`src/arc_pkg.sv`:
```
// Purpose: Shared constants and types for the converter result logic
// Assumes: 50 MHz core clock, APB register access
// Notes:   Register byte addresses are full 32-bit APB addresses
package arc_pkg;

  // ----------------------------------------------------------------
  // Timing
  // ----------------------------------------------------------------
  localparam int CLK_PERIOD_NS = 20;
  localparam int OVR_TIME_NS   = 125000;
  // Least time, so round up to whole cycles
  localparam int OVR_CYC_DEF   = (OVR_TIME_NS + CLK_PERIOD_NS - 1) / CLK_PERIOD_NS;
  localparam int OVR_W         = 16;
  localparam int CNT_W_DEF     = 8;
  localparam int RES_W         = 16;

  // ----------------------------------------------------------------
  // Register byte addresses
  // ----------------------------------------------------------------
  localparam logic [31:0] ADDR_CUR  = 32'hffff0520;
  localparam logic [31:0] ADDR_VOLT = 32'hffff0524;
  localparam logic [31:0] ADDR_TEMP = 32'hffff0528;
  localparam logic [31:0] ADDR_CFG  = 32'hffff0540;
  localparam logic [31:0] ADDR_STAT = 32'hffff0544;
  localparam logic [31:0] ADDR_THR  = 32'hffff0548;
  localparam logic [31:0] ADDR_TCL  = 32'hffff054c;
  localparam logic [31:0] ADDR_THV  = 32'hffff0550;
  localparam logic [31:0] ADDR_RCL  = 32'hffff0554;
  localparam logic [31:0] ADDR_RCV  = 32'hffff0558;
  localparam logic [31:0] ADDR_MODE = 32'hffff055c;
  localparam logic [31:0] ADDR_IMSK = 32'hffff0560;
  localparam logic [31:0] ADDR_IST  = 32'hffff0564;

  // ----------------------------------------------------------------
  // Field positions
  // ----------------------------------------------------------------
  localparam int CFG_RCM     = 0;
  localparam int CFG_RSV     = 1;
  localparam int CFG_OVR_EN  = 2;
  localparam int CFG_CMP_LO  = 3;
  localparam int CFG_CMP_HI  = 4;
  localparam int MODE_CUR_EN = 0;
  localparam int ST_CUR_RDY  = 0;
  localparam int ST_VOLT_RDY = 1;
  localparam int ST_TEMP_RDY = 2;
  localparam int ST_OVR      = 3;
  localparam int ST_CMP      = 4;
  localparam int ST_W        = 5;
  localparam int IRQ_CUR     = 0;
  localparam int IRQ_CMP     = 1;
  localparam int IRQ_OVR     = 2;
  localparam int IRQ_VOLT    = 3;
  localparam int IRQ_TEMP    = 4;
  localparam int IRQ_W       = 5;

  // ----------------------------------------------------------------
  // Reset values and masks
  // ----------------------------------------------------------------
  localparam logic [7:0]       CFG_RST  = 8'h00;
  localparam logic [7:0]       MODE_RST = 8'h00;
  localparam logic [RES_W-1:0] RES_RST  = 16'h0000;
  localparam logic [ST_W-1:0]  ST_RST   = 5'h00;
  localparam logic [IRQ_W-1:0] IRQ_RST  = 5'h00;
  localparam logic [7:0]       CFG_WMSK = 8'hfd;

  typedef enum logic [1:0] {
    CMP_OFF     = 2'h0,
    CMP_EACH    = 2'h1,
    CMP_CNT_RST = 2'h2,
    CMP_CNT_DEC = 2'h3
  } arc_cmp_mode_t;

  typedef struct packed {
    logic             valid;
    logic [RES_W-1:0] data;
  } arc_res_t;

endpackage

```
`src/arc_top.sv`:
```
// Purpose: Result registers, threshold comparator, result counter and
//          overrange detector of a dual sigma-delta converter back end
// Assumes: Conversion results arrive as one-cycle valid pulses on core_clk
// Notes:   APB slave, one wait state on every access
//
// Our own choice: register access over APB.
`timescale 1ns/100ps
`default_nettype none

module arc_top
#(
  parameter int OVR_CYC = arc_pkg::OVR_CYC_DEF,
  parameter int CNT_W   = arc_pkg::CNT_W_DEF
)
(
  input  wire logic               core_clk,
  input  wire logic               rst,
  input  wire logic               psel,
  input  wire logic               penable,
  input  wire logic               pwrite,
  input  wire logic [31:0]        paddr,
  input  wire logic [31:0]        pwdata,
  output var  logic [31:0]        prdata,
  output var  logic               pready,
  output var  logic               pslverr,
  input  wire arc_pkg::arc_res_t  cur_res,
  input  wire arc_pkg::arc_res_t  volt_res,
  input  wire arc_pkg::arc_res_t  temp_res,
  input  wire logic               ovr_raw,
  output var  logic [7:0]         conv_mode,
  output var  logic               irq
);
  import arc_pkg::*;

  // ----------------------------------------------------------------
  // Storage
  // ----------------------------------------------------------------
  logic [7:0]       cfg_r;
  logic [7:0]       mode_r;
  logic [RES_W-1:0] thr_r;
  logic [CNT_W-1:0] tcl_r;
  logic [CNT_W-1:0] thv_r;
  logic [CNT_W-1:0] thv_nxt;
  logic [CNT_W-1:0] rcl_r;
  logic [CNT_W-1:0] rcv_r;
  logic [CNT_W-1:0] rcv_nxt;
  logic [RES_W-1:0] cur_r;
  logic [RES_W-1:0] volt_r;
  logic [RES_W-1:0] temp_r;
  logic [RES_W-1:0] vsh_r;
  logic [RES_W-1:0] tsh_r;
  logic             vsh_v_r;
  logic             tsh_v_r;
  logic [ST_W-1:0]  stat_r;
  logic [ST_W-1:0]  stat_nxt;
  logic [IRQ_W-1:0] ist_r;
  logic [IRQ_W-1:0] ist_nxt;
  logic [IRQ_W-1:0] imsk_r;
  logic [OVR_W-1:0] ovc_r;
  logic [OVR_W-1:0] ovc_nxt;
  logic             pready_r;
  logic             pslverr_r;
  logic [31:0]      prdata_r;
  logic             irq_r;

  // ----------------------------------------------------------------
  // APB decode
  // ----------------------------------------------------------------
  wire acc_first = psel & penable & ~pready_r;
  wire fire      = psel & penable & pready_r;
  wire wr        = fire & pwrite;
  wire rd        = fire & ~pwrite;

  wire hit_cur  = (paddr == ADDR_CUR);
  wire hit_volt = (paddr == ADDR_VOLT);
  wire hit_temp = (paddr == ADDR_TEMP);
  wire hit_cfg  = (paddr == ADDR_CFG);
  wire hit_stat = (paddr == ADDR_STAT);
  wire hit_thr  = (paddr == ADDR_THR);
  wire hit_tcl  = (paddr == ADDR_TCL);
  wire hit_thv  = (paddr == ADDR_THV);
  wire hit_rcl  = (paddr == ADDR_RCL);
  wire hit_rcv  = (paddr == ADDR_RCV);
  wire hit_mode = (paddr == ADDR_MODE);
  wire hit_imsk = (paddr == ADDR_IMSK);
  wire hit_ist  = (paddr == ADDR_IST);

  wire mapped = hit_cur | hit_volt | hit_temp | hit_cfg | hit_stat
              | hit_thr | hit_tcl | hit_thv | hit_rcl | hit_rcv
              | hit_mode | hit_imsk | hit_ist;

  // Narrow registers sit in the low bits, upper bits read zero
  wire [31:0] rd_mux =
      hit_cur  ? 32'(cur_r)  :
      hit_volt ? 32'(volt_r) :
      hit_temp ? 32'(temp_r) :
      hit_cfg  ? 32'(cfg_r)  :
      hit_stat ? 32'(stat_r) :
      hit_thr  ? 32'(thr_r)  :
      hit_tcl  ? 32'(tcl_r)  :
      hit_thv  ? 32'(thv_r)  :
      hit_rcl  ? 32'(rcl_r)  :
      hit_rcv  ? 32'(rcv_r)  :
      hit_mode ? 32'(mode_r) :
      hit_imsk ? 32'(imsk_r) :
      hit_ist  ? 32'(ist_r)  : 32'h0000_0000;

  // Reserved config bit 1 is never stored, so it reads zero
  wire [7:0] cfg_wdata = pwdata[7:0] & CFG_WMSK;

  // ----------------------------------------------------------------
  // Threshold comparator
  // ----------------------------------------------------------------
  arc_cmp_mode_t cmp_mode;
  assign cmp_mode = arc_cmp_mode_t'(cfg_r[CFG_CMP_HI:CFG_CMP_LO]);

  wire              cur_ev   = cur_res.valid;
  wire [RES_W-1:0]  cur_neg  = RES_W'(-cur_res.data);
  wire [RES_W-1:0]  cur_abs  = cur_res.data[RES_W-1] ? cur_neg : cur_res.data;
  wire              at_thr   = (cur_abs >= thr_r);
  wire              counting = (cmp_mode == CMP_CNT_RST) | (cmp_mode == CMP_CNT_DEC);
  wire [CNT_W-1:0]  thv_inc  = thv_r + CNT_W'(1);
  wire [CNT_W-1:0]  thv_dec  = thv_r - CNT_W'(1);
  wire              thv_zero = (thv_r == '0);
  wire              thv_hit  = (thv_inc >= tcl_r);

  wire cmp_each = (cmp_mode == CMP_EACH) & at_thr;
  wire cmp_cnt  = counting & at_thr & thv_hit;
  wire cmp_ev   = cur_ev & (cmp_each | cmp_cnt);

  always_comb
  begin
    thv_nxt = thv_r;
    if (!counting)
    begin
      thv_nxt = '0;
    end
    else if (cur_ev && at_thr)
    begin
      thv_nxt = thv_hit ? '0 : thv_inc;
    end
    else if (cur_ev && cmp_mode == CMP_CNT_RST)
    begin
      thv_nxt = '0;
    end
    else if (cur_ev && !thv_zero)
    begin
      thv_nxt = thv_dec;
    end
  end

  // ----------------------------------------------------------------
  // Result counter
  // ----------------------------------------------------------------
  wire             rcm     = cfg_r[CFG_RCM];
  wire [CNT_W-1:0] rcv_inc = rcv_r + CNT_W'(1);
  wire             rc_hit  = rcm & cur_ev & (rcv_inc == rcl_r);

  always_comb
  begin
    rcv_nxt = rcv_r;
    if (!rcm)
    begin
      rcv_nxt = '0;
    end
    else if (cur_ev)
    begin
      rcv_nxt = rc_hit ? '0 : rcv_inc;
    end
  end

  // ----------------------------------------------------------------
  // Result loading
  // ----------------------------------------------------------------
  // In counter mode a current result counts only at the limit
  wire cur_take = cur_ev & (~rcm | rc_hit);
  wire cur_ld   = cur_take & ~stat_r[ST_CUR_RDY];

  // Latest voltage and temperature in counter mode; newest wins
  wire [RES_W-1:0] v_new  = volt_res.valid ? volt_res.data : vsh_r;
  wire             v_have = volt_res.valid | vsh_v_r;
  wire [RES_W-1:0] t_new  = temp_res.valid ? temp_res.data : tsh_r;
  wire             t_have = temp_res.valid | tsh_v_r;

  wire v_src = rcm ? (rc_hit & v_have) : volt_res.valid;
  wire t_src = rcm ? (rc_hit & t_have) : temp_res.valid;
  wire v_ld  = v_src & ~stat_r[ST_VOLT_RDY];
  wire t_ld  = t_src & ~stat_r[ST_TEMP_RDY];

  // ----------------------------------------------------------------
  // Ready flag clearing by reads
  // ----------------------------------------------------------------
  wire cur_idle = ~mode_r[MODE_CUR_EN];
  wire clr_cur  = rd & hit_cur;
  wire clr_volt = rd & hit_volt & cur_idle;
  wire clr_temp = rd & hit_temp;

  wire [2:0] rdy_clr = clr_cur  ? 3'h7 :
                       clr_volt ? 3'h6 :
                       clr_temp ? 3'h4 : 3'h0;

  // ----------------------------------------------------------------
  // Overrange detector
  // ----------------------------------------------------------------
  // Low power mode is not checked here; software keeps it apart
  wire ovr_en   = cfg_r[CFG_OVR_EN];
  wire ovr_act  = ovr_en & ovr_raw;
  wire ovr_full = (ovc_r == OVR_W'(OVR_CYC));
  // Set on the cycle after OVR_CYC cycles, i.e. strictly longer
  wire ovr_set  = ovr_act & ovr_full;

  always_comb
  begin
    ovc_nxt = ovc_r;
    if (!ovr_act)
    begin
      ovc_nxt = '0;
    end
    else if (!ovr_full)
    begin
      ovc_nxt = ovc_r + OVR_W'(1);
    end
  end

  // ----------------------------------------------------------------
  // Status and interrupt flags
  // ----------------------------------------------------------------
  wire [ST_W-1:0] st_set;
  wire [ST_W-1:0] st_clr;
  wire [IRQ_W-1:0] ev_vec;
  wire [IRQ_W-1:0] ist_w1c;

  assign st_set[ST_CUR_RDY]  = cur_ld;
  assign st_set[ST_VOLT_RDY] = v_ld;
  assign st_set[ST_TEMP_RDY] = t_ld;
  assign st_set[ST_OVR]      = ovr_set;
  assign st_set[ST_CMP]      = cmp_ev;

  assign st_clr[ST_TEMP_RDY:ST_CUR_RDY] = rdy_clr;
  assign st_clr[ST_OVR]      = wr & hit_stat & pwdata[ST_OVR];
  assign st_clr[ST_CMP]      = wr & hit_stat & pwdata[ST_CMP];

  assign ev_vec[IRQ_CUR]  = cur_take;
  assign ev_vec[IRQ_CMP]  = cmp_ev;
  assign ev_vec[IRQ_OVR]  = ovr_set;
  assign ev_vec[IRQ_VOLT] = v_ld;
  assign ev_vec[IRQ_TEMP] = t_ld;

  assign ist_w1c = (wr & hit_ist) ? pwdata[IRQ_W-1:0] : IRQ_RST;

  // A set in the same cycle as a clear wins
  assign stat_nxt = (stat_r & ~st_clr) | st_set;
  assign ist_nxt  = (ist_r & ~ist_w1c) | ev_vec;

  // ----------------------------------------------------------------
  // Control registers
  // ----------------------------------------------------------------
  always_ff @(posedge core_clk)
  begin
    if (rst)
    begin
      cfg_r  <= CFG_RST;
      mode_r <= MODE_RST;
      thr_r  <= RES_RST;
      tcl_r  <= '0;
      rcl_r  <= '0;
      imsk_r <= IRQ_RST;
    end
    else if (wr)
    begin
      if (hit_cfg)  cfg_r  <= cfg_wdata;
      if (hit_mode) mode_r <= pwdata[7:0];
      if (hit_thr)  thr_r  <= pwdata[RES_W-1:0];
      if (hit_tcl)  tcl_r  <= pwdata[CNT_W-1:0];
      if (hit_rcl)  rcl_r  <= pwdata[CNT_W-1:0];
      if (hit_imsk) imsk_r <= pwdata[IRQ_W-1:0];
    end
  end

  // ----------------------------------------------------------------
  // Counters and flags
  // ----------------------------------------------------------------
  always_ff @(posedge core_clk)
  begin
    if (rst)
    begin
      thv_r  <= '0;
      rcv_r  <= '0;
      ovc_r  <= '0;
      stat_r <= ST_RST;
      ist_r  <= IRQ_RST;
    end
    else
    begin
      thv_r  <= thv_nxt;
      rcv_r  <= rcv_nxt;
      ovc_r  <= ovc_nxt;
      stat_r <= stat_nxt;
      ist_r  <= ist_nxt;
    end
  end

  // ----------------------------------------------------------------
  // Result registers
  // ----------------------------------------------------------------
  always_ff @(posedge core_clk)
  begin
    if (rst)
    begin
      cur_r  <= RES_RST;
      volt_r <= RES_RST;
      temp_r <= RES_RST;
    end
    else
    begin
      if (cur_ld) cur_r  <= cur_res.data;
      if (v_ld)   volt_r <= v_new;
      if (t_ld)   temp_r <= t_new;
    end
  end

  // Shadows hold the latest result between counter limits
  always_ff @(posedge core_clk)
  begin
    if (rst)
    begin
      vsh_r   <= RES_RST;
      tsh_r   <= RES_RST;
      vsh_v_r <= 1'b0;
      tsh_v_r <= 1'b0;
    end
    else
    begin
      if (volt_res.valid) vsh_r <= volt_res.data;
      if (temp_res.valid) tsh_r <= temp_res.data;
      vsh_v_r <= rcm & ~rc_hit & v_have;
      tsh_v_r <= rcm & ~rc_hit & t_have;
    end
  end

  // ----------------------------------------------------------------
  // Bus response and outputs
  // ----------------------------------------------------------------
  // One wait state keeps prdata and pslverr registered
  always_ff @(posedge core_clk)
  begin
    if (rst)
    begin
      pready_r  <= 1'b0;
      pslverr_r <= 1'b0;
      prdata_r  <= 32'h0000_0000;
      irq_r     <= 1'b0;
    end
    else
    begin
      pready_r  <= acc_first;
      pslverr_r <= acc_first & ~mapped;
      if (acc_first)
      begin
        prdata_r <= pwrite ? 32'h0000_0000 : rd_mux;
      end
      irq_r <= |(ist_r & imsk_r);
    end
  end

  assign prdata    = prdata_r;
  assign pready    = pready_r;
  assign pslverr   = pslverr_r;
  assign conv_mode = mode_r;
  assign irq       = irq_r;

endmodule

`default_nettype wire

```
`config.mk`:
```
export PLATFORM = sky130hd
export DESIGN_NAME = arc_top
export DESIGN_NICKNAME = d
export VERILOG_FILES = /design/src/arc_pkg.sv /design/src/arc_top.sv
export SDC_FILE = /design/constraint.sdc
export NUM_CORES = 1
export LEC_CHECK = 0
export ABC_AREA = 1
export BUFFER_PORTS_ARGS = -buffer_cell sky130_fd_sc_hd__buf_2
export CORE_AREA = 2 2 187 97
export DETAILED_ROUTE_END_ITERATION = 8
export DIE_AREA = 0 0 189 99
export PLACE_DENSITY = 0.83
export SLEW_MARGIN = 10
export SYNTH_ARGS = -nofsm -noshare
export SYNTH_HDL_FRONTEND = slang
export SYNTH_SLANG_ARGS = --single-unit
export TNS_END_PERCENT = 50
```
`constraint.sdc`:
```
create_clock -name core_clk -period 5.57 [get_ports core_clk]
set_input_delay 0.2785 -clock core_clk [delete_from_list [all_inputs] [get_ports core_clk]]
set_output_delay 0.2785 -clock core_clk [all_outputs]
set_load 0.005 [all_outputs]
```
# After elaboration in Yosys (flattened, before gate mapping)

Index checks and enable logic that the tools add are counted.

Bits in registers: 211
Bits in latches: 0
Bits in writable memories: 0
Memory bits (read-only): 0
Input bits: 121
Output and inout bits: 43
Logic and storage cells: 157
Memories kept: 0

Add/subtract/negate cells: 5
Multiply operators: 0
Divide/modulo/power cells: 0
$lt $le $gt $ge: 2
Equality and inequality tests: 18
Shift-type cells: 0
Mux-type cells: 28
Bitwise operators: 66
Reductions and logical operators: 16

Operators by type and width:

| kind                                                                    | count |
|---|---|
| 32-bit equality test, second input constant                             | 13 |
| 16-bit two-way mux                                                      | 10 |
| 8-bit two-way mux                                                       | 10 |
| 1-bit bitwise AND                                                       | 31 |
| 1-bit bitwise OR                                                        | 17 |
| 16-bit by 1-bit adder with 16-bit output, second input constant         | 1 |
| 8-bit by 1-bit adder with 8-bit output, second input constant           | 2 |
| 16-bit by 13-bit equality test with 1-bit output, second input constant | 1 |
| 16-bit greater-or-equal comparator                                      | 1 |
| 16-bit negator                                                          | 1 |
| 5-bit bitwise AND                                                       | 3 |
| 5-bit two-way mux                                                       | 3 |
| 2-bit AND reduction                                                     | 6 |
| 1-bit NOT                                                               | 11 |
| 5-bit NOT                                                               | 2 |
| 5-bit bitwise OR                                                        | 2 |
| 3-bit two-way mux                                                       | 3 |
| 8-bit equality test                                                     | 1 |
| 8-bit greater-or-equal comparator                                       | 1 |
| 8-bit zero test                                                         | 1 |
| 8-bit by 1-bit subtractor with 8-bit output, second input constant      | 1 |
| 2-bit OR reduction                                                      | 3 |
| 5-bit OR reduction                                                      | 1 |
| 2-bit equality test, second input constant                              | 2 |
| other kinds (5)                                                         | 8 |

# Longest topological paths before layout

Word-level depth: 15
Depth in mapped cells: 23
Mapped depth without buffers: 23

# Worst setup path after synthesis

Ideal clock, no wire load.

Path type: in2reg
Start point: input port cur_res[0] (netlist bit)
End point: register thv_r[7]
Setup time: 0.064 ns
Arrival: 3.020 ns
Slack: 2.486 ns
Stages: 23
Path buffers: 0
Cells stage by stage: inv_1 > ha_1 > inv_1 > nor2_1 > inv_1 > nor4_1 > nand3_1 > o31ai_1 > o21ai_0 > xor2_1 > ha_1 > nand2_1 > inv_1 > nand3_1 > nor3_1 > nand2_1 > nand3_1 > nand2_1 > nor2_1 > nand2_1 > o21ai_0 > nor2_1 > nor2_1

Word-level cells in the longest chain between the ends: 5

Ends and longest elaborated chain:

| element                                                                         | line           | source |
|---|---|---|
| from (decl)                                                                     | arc_top.sv:26  | `input wire arc_pkg::arc_res_t cur_res,` |
| 16-bit negator                                                                  | arc_top.sv:118 | `wire [RES_W-1:0] cur_neg = RES_W'(-cur_res.data);` |
| 16-bit two-way mux *                                                            | arc_top.sv:119 | `wire [RES_W-1:0] cur_abs = cur_res.data[RES_W-1] ? cur_neg : cur_res.data;` |
| 16-bit greater-or-equal comparator *                                            | arc_top.sv:120 | `wire at_thr = (cur_abs >= thr_r);` |
| 1-bit logical AND *                                                             | arc_top.sv:138 | `else if (cur_ev && at_thr)` |
| 3-bit nonzero test (no source line) / 8-bit two-way mux (equally long branches) | n/a            |  |
| to (signal assigned)                                                            | arc_top.sv:295 | `thv_r <= thv_nxt;` |
| to (decl)                                                                       | arc_top.sv:42  | `logic [CNT_W-1:0] thv_r;` |

Every way passes the cells marked *; elsewhere a longest branch is shown, timed or not.
A chain may end at the register's enable or synchronous reset.

# Final worst setup path

Start point: input port cur_res[0] (netlist bit)
End point: register thv_r[0]

Same word-level chain as after synthesis.

==> run metrics <==
Seq/Total Area, Yosys=38.8%; vias in the first global route=8,657; share of cells above drive strength 1=12.0%; clk sinks=195; setup TNS=0 ps; syn avg cell area=7.16 sq um; pwr/cell area=260 nW/um^2; clock transition at the registers of the reported paths=80 ps; # DRC=0; hold crit path type=in2reg; P&R area growth vs syn=12.8%; Distinct cells, synth=46; Synth Instances=1,407; first-pass GRT wire length=46,500 um; synth warn=0; Die Ht=99 um; CTS tree=built; LEAKAGE=4.77 nW; worst clock skew=21.1 ps; IO Port Bufs=131; Vias/cell=5.66; Worst EP required=5950 ps; Critical Path Start Type=input pin; total global-route track usage=31.8%; Die ar.=18,700 sq um; area of the multi-input gates=5200 sq um; GPL Wtd Cong=1.02; fmax=283 MHz; Setup crit start=cur_res[0]; Diodes inserted=0; post-synthesis register bit count=195; total CTS buffers=17; Cell Rows=34; htree depth=4; CP Max Fanout=8; unrepaired setup endpoints after global routing=false; hold buffer count at cts=0; reg-to-reg startpoint=rcv_r[0]; maximum VDD drop=0.230 mV; post-cts sizing count=0; clock root cell=clkbuf_16; DRT Pass-1 Iters=6; WL final=29,600 um; Final min period=3540 ps; final setup fails=0; initial antenna violation count=0; Final Hold Violating Endpoints=0; Worst-Skew Late Latency=450 ps; Setup Crit Path Kind=in2reg; Fin Hold WS=89.2 ps; largest net degree at the start of global routing=66; Worst R2R Path Depth=14; count of flip-flops with a built-in enable after synthesis=0; period utilisation layout=63.5%; Register Area=3900 sq um; clk buf depth=2; Slew Viols, Final=0; Setup Buffers After CTS=0; # nets final=1,657; Initial Utilization=59.0%; Fillers=1,455; Max-slew headroom=17.5%; Synth async-reset ratio=0%; DPL Wire Length=22,200 um; routed length per placed instance=16.9 um; Placed Cells=1,721; Worst R2R Setup Slack=2560 ps; total congestion overflow=0; DRT iter0 DRCs=982; Core Area=17,100 sq um; Top FF cell, synth=dfxtp_1; crit path DAT=3920 ps; Cell Area, Synth=10,100 sq um; post-route insts no fill=1,753; number of max-cap violations=0; RR Endpoint=cur_r[2]; CP endpoint kind=flop; Routed Antenna Nets=0; die width=189 um; Critical Path Sink=thv_r[0]; outcome=finished, final reports clean; Via Count=9,924; Boundary Pins=164; Worst-Margin Slew=1230 ps
## how the worst min path moves through the flow
stage | startpoint | end | cells after the start
2_1_floorplan | pwdata[1] | imsk_r[1] | 2
3_3_place_gp | cur_r[4] | cur_r[4] | 2
3_5_place_dp | cur_r[15] | cur_r[15] | 2
4_1_cts | volt_res[6] | vsh_r[6] | 3
5_1_grt | volt_res[5] | vsh_r[5] | 3
6_report | volt_res[6] | vsh_r[6] | 3
## registers in the layout, indices dropped and copies added (netlist names)
| signal | count |
|---|---|
| ist_r | 5 |
| stat_r | 5 |
| conv_mode | 8 |
| rcv_r | 8 |
| cur_r | 16 |
| temp_r | 16 |
| pready | 1 |
| imsk_r | 5 |
| thv_r | 8 |
| tsh_r | 16 |
| pslverr | 1 |
| volt_r | 16 |
| thr_r | 16 |
| vsh_v_r | 1 |
| prdata | 16 |
| rcl_r | 8 |
| cfg_r | 7 |
| tcl_r | 8 |
| tsh_v_r | 1 |
| ovc_r | 16 |
| irq | 1 |
| vsh_r | 16 |
## per-layer routing
| layer | global-route usage [%] | share of wire (%) |
|---|---|---|
| met2 | 41.1 | 38 |
| met4 | 7.33 | 0.95 |
| met1 | 49.8 | 48 |
| met3 | 9.97 | 14 |
| met5 | 0 | 0 |
## metrics by stage
| step | util (%) | setup WS, ps | power, mW | cell area, sq um |
|---|---|---|---|---|
| detailed placement | 63.1 | 1670 | 1.73 | 10800 |
| global placement | 63.1 | 1840 | 1.72 | 10800 |
| CTS | 66.6 | 2140 | 2.95 | 11400 |
| global route | 66.6 | 1580 | 3.05 | 11400 |
| floorplan | - | 2490 | 1.64 | 10100 |
| finish | 66.6 | 2030 | 2.95 | 11400 |
## cell usage in the layout (no fill, tap or decap), types with 17 or more instances in the layout
master	count
nand4_1	32
nor3_1	20
nand3_1	44
nand2_1	244
buf_2	130
xor2_1	25
dfxtp_1	195
a211oi_1	17
or2_0	30
nor2_1	129
mux2i_1	32
clkbuf_16	17
ha_1	30
inv_1	178
o21ai_0	125
a21oi_1	157
## power breakdown
part	internal (mW)	switching, mW
registers	1.43	0.0173
clock network	0.638	0.610
logic	0.0916	0.163
total	2.16	0.790
## critical path: stages
cell and delay (ps):
buf_2 140, inv_1 80, ha_1 150, inv_1 50
nor2_1 120, inv_1 70, nor4_1 230, nand3_1 160
o31ai_1 460, o21ai_0 210, xor2_1 180, ha_1 280
nand2_1 50, inv_1 50, nand3_1 80, nor3_1 230
nand2_1 80, nand3_1 100, nand2_1 90, nor2_1 470
o21ai_0 200, a21oi_1 150
## cell usage after synthesis, types with 3 or more instances
| cell | number | area [sq um] |
|---|---|---|
| nand2_1 | 244 | 916 |
| dfxtp_1 | 195 | 3900 |
| inv_1 | 178 | 668 |
| a21oi_1 | 157 | 786 |
| nor2_1 | 129 | 484 |
| o21ai_0 | 125 | 626 |
| clkbuf_1 | 44 | 165 |
| nand3_1 | 44 | 220 |
| mux2i_1 | 32 | 320 |
| nand4_1 | 32 | 200 |
| ha_1 | 30 | 375 |
| or2_0 | 30 | 188 |
| xor2_1 | 25 | 219 |
| nor3_1 | 20 | 100 |
| a211oi_1 | 17 | 128 |
| buf_4 | 16 | 120 |
| o21a_1 | 8 | 60.1 |
| o221ai_1 | 8 | 70.1 |
| o22ai_1 | 8 | 50.1 |
| xnor2_1 | 8 | 70.1 |
| o21bai_1 | 6 | 45.0 |
| nor4_1 | 5 | 31.3 |
| buf_1 | 4 | 15.0 |
| nor2_2 | 4 | 25.0 |
| buf_2 | 3 | 15.0 |
| clkinv_1 | 3 | 11.3 |
| nand3b_1 | 3 | 22.5 |
| o31ai_1 | 3 | 22.5 |
## cell families after synthesis
kind of cell             share of synthesized area [%]
AO/OA/AOI/OAI                                     18.6
XOR/XNOR                                          2.87
adder cells (fa/ha/maj)                           3.73
buffers and inverters                             10.2
flip-flops                                        38.8
multiplexers                                      3.18
other                                           0.0372
AND/OR/NAND/NOR                                   22.6
## layout make-up
| cell class | instances | share of cell area (%) |
|---|---|---|
| multi-input combinational | 975 | 45.7 |
| sequential | 195 | 34.4 |
| timing repair buffer | 136 | 6.12 |
| inverter | 181 | 5.98 |
| clock buffer | 17 | 3.74 |
| tap | 234 | 2.58 |
| clock inverter | 15 | 1.46 |
No activity file was read; power rests on OpenSTA's default activity.
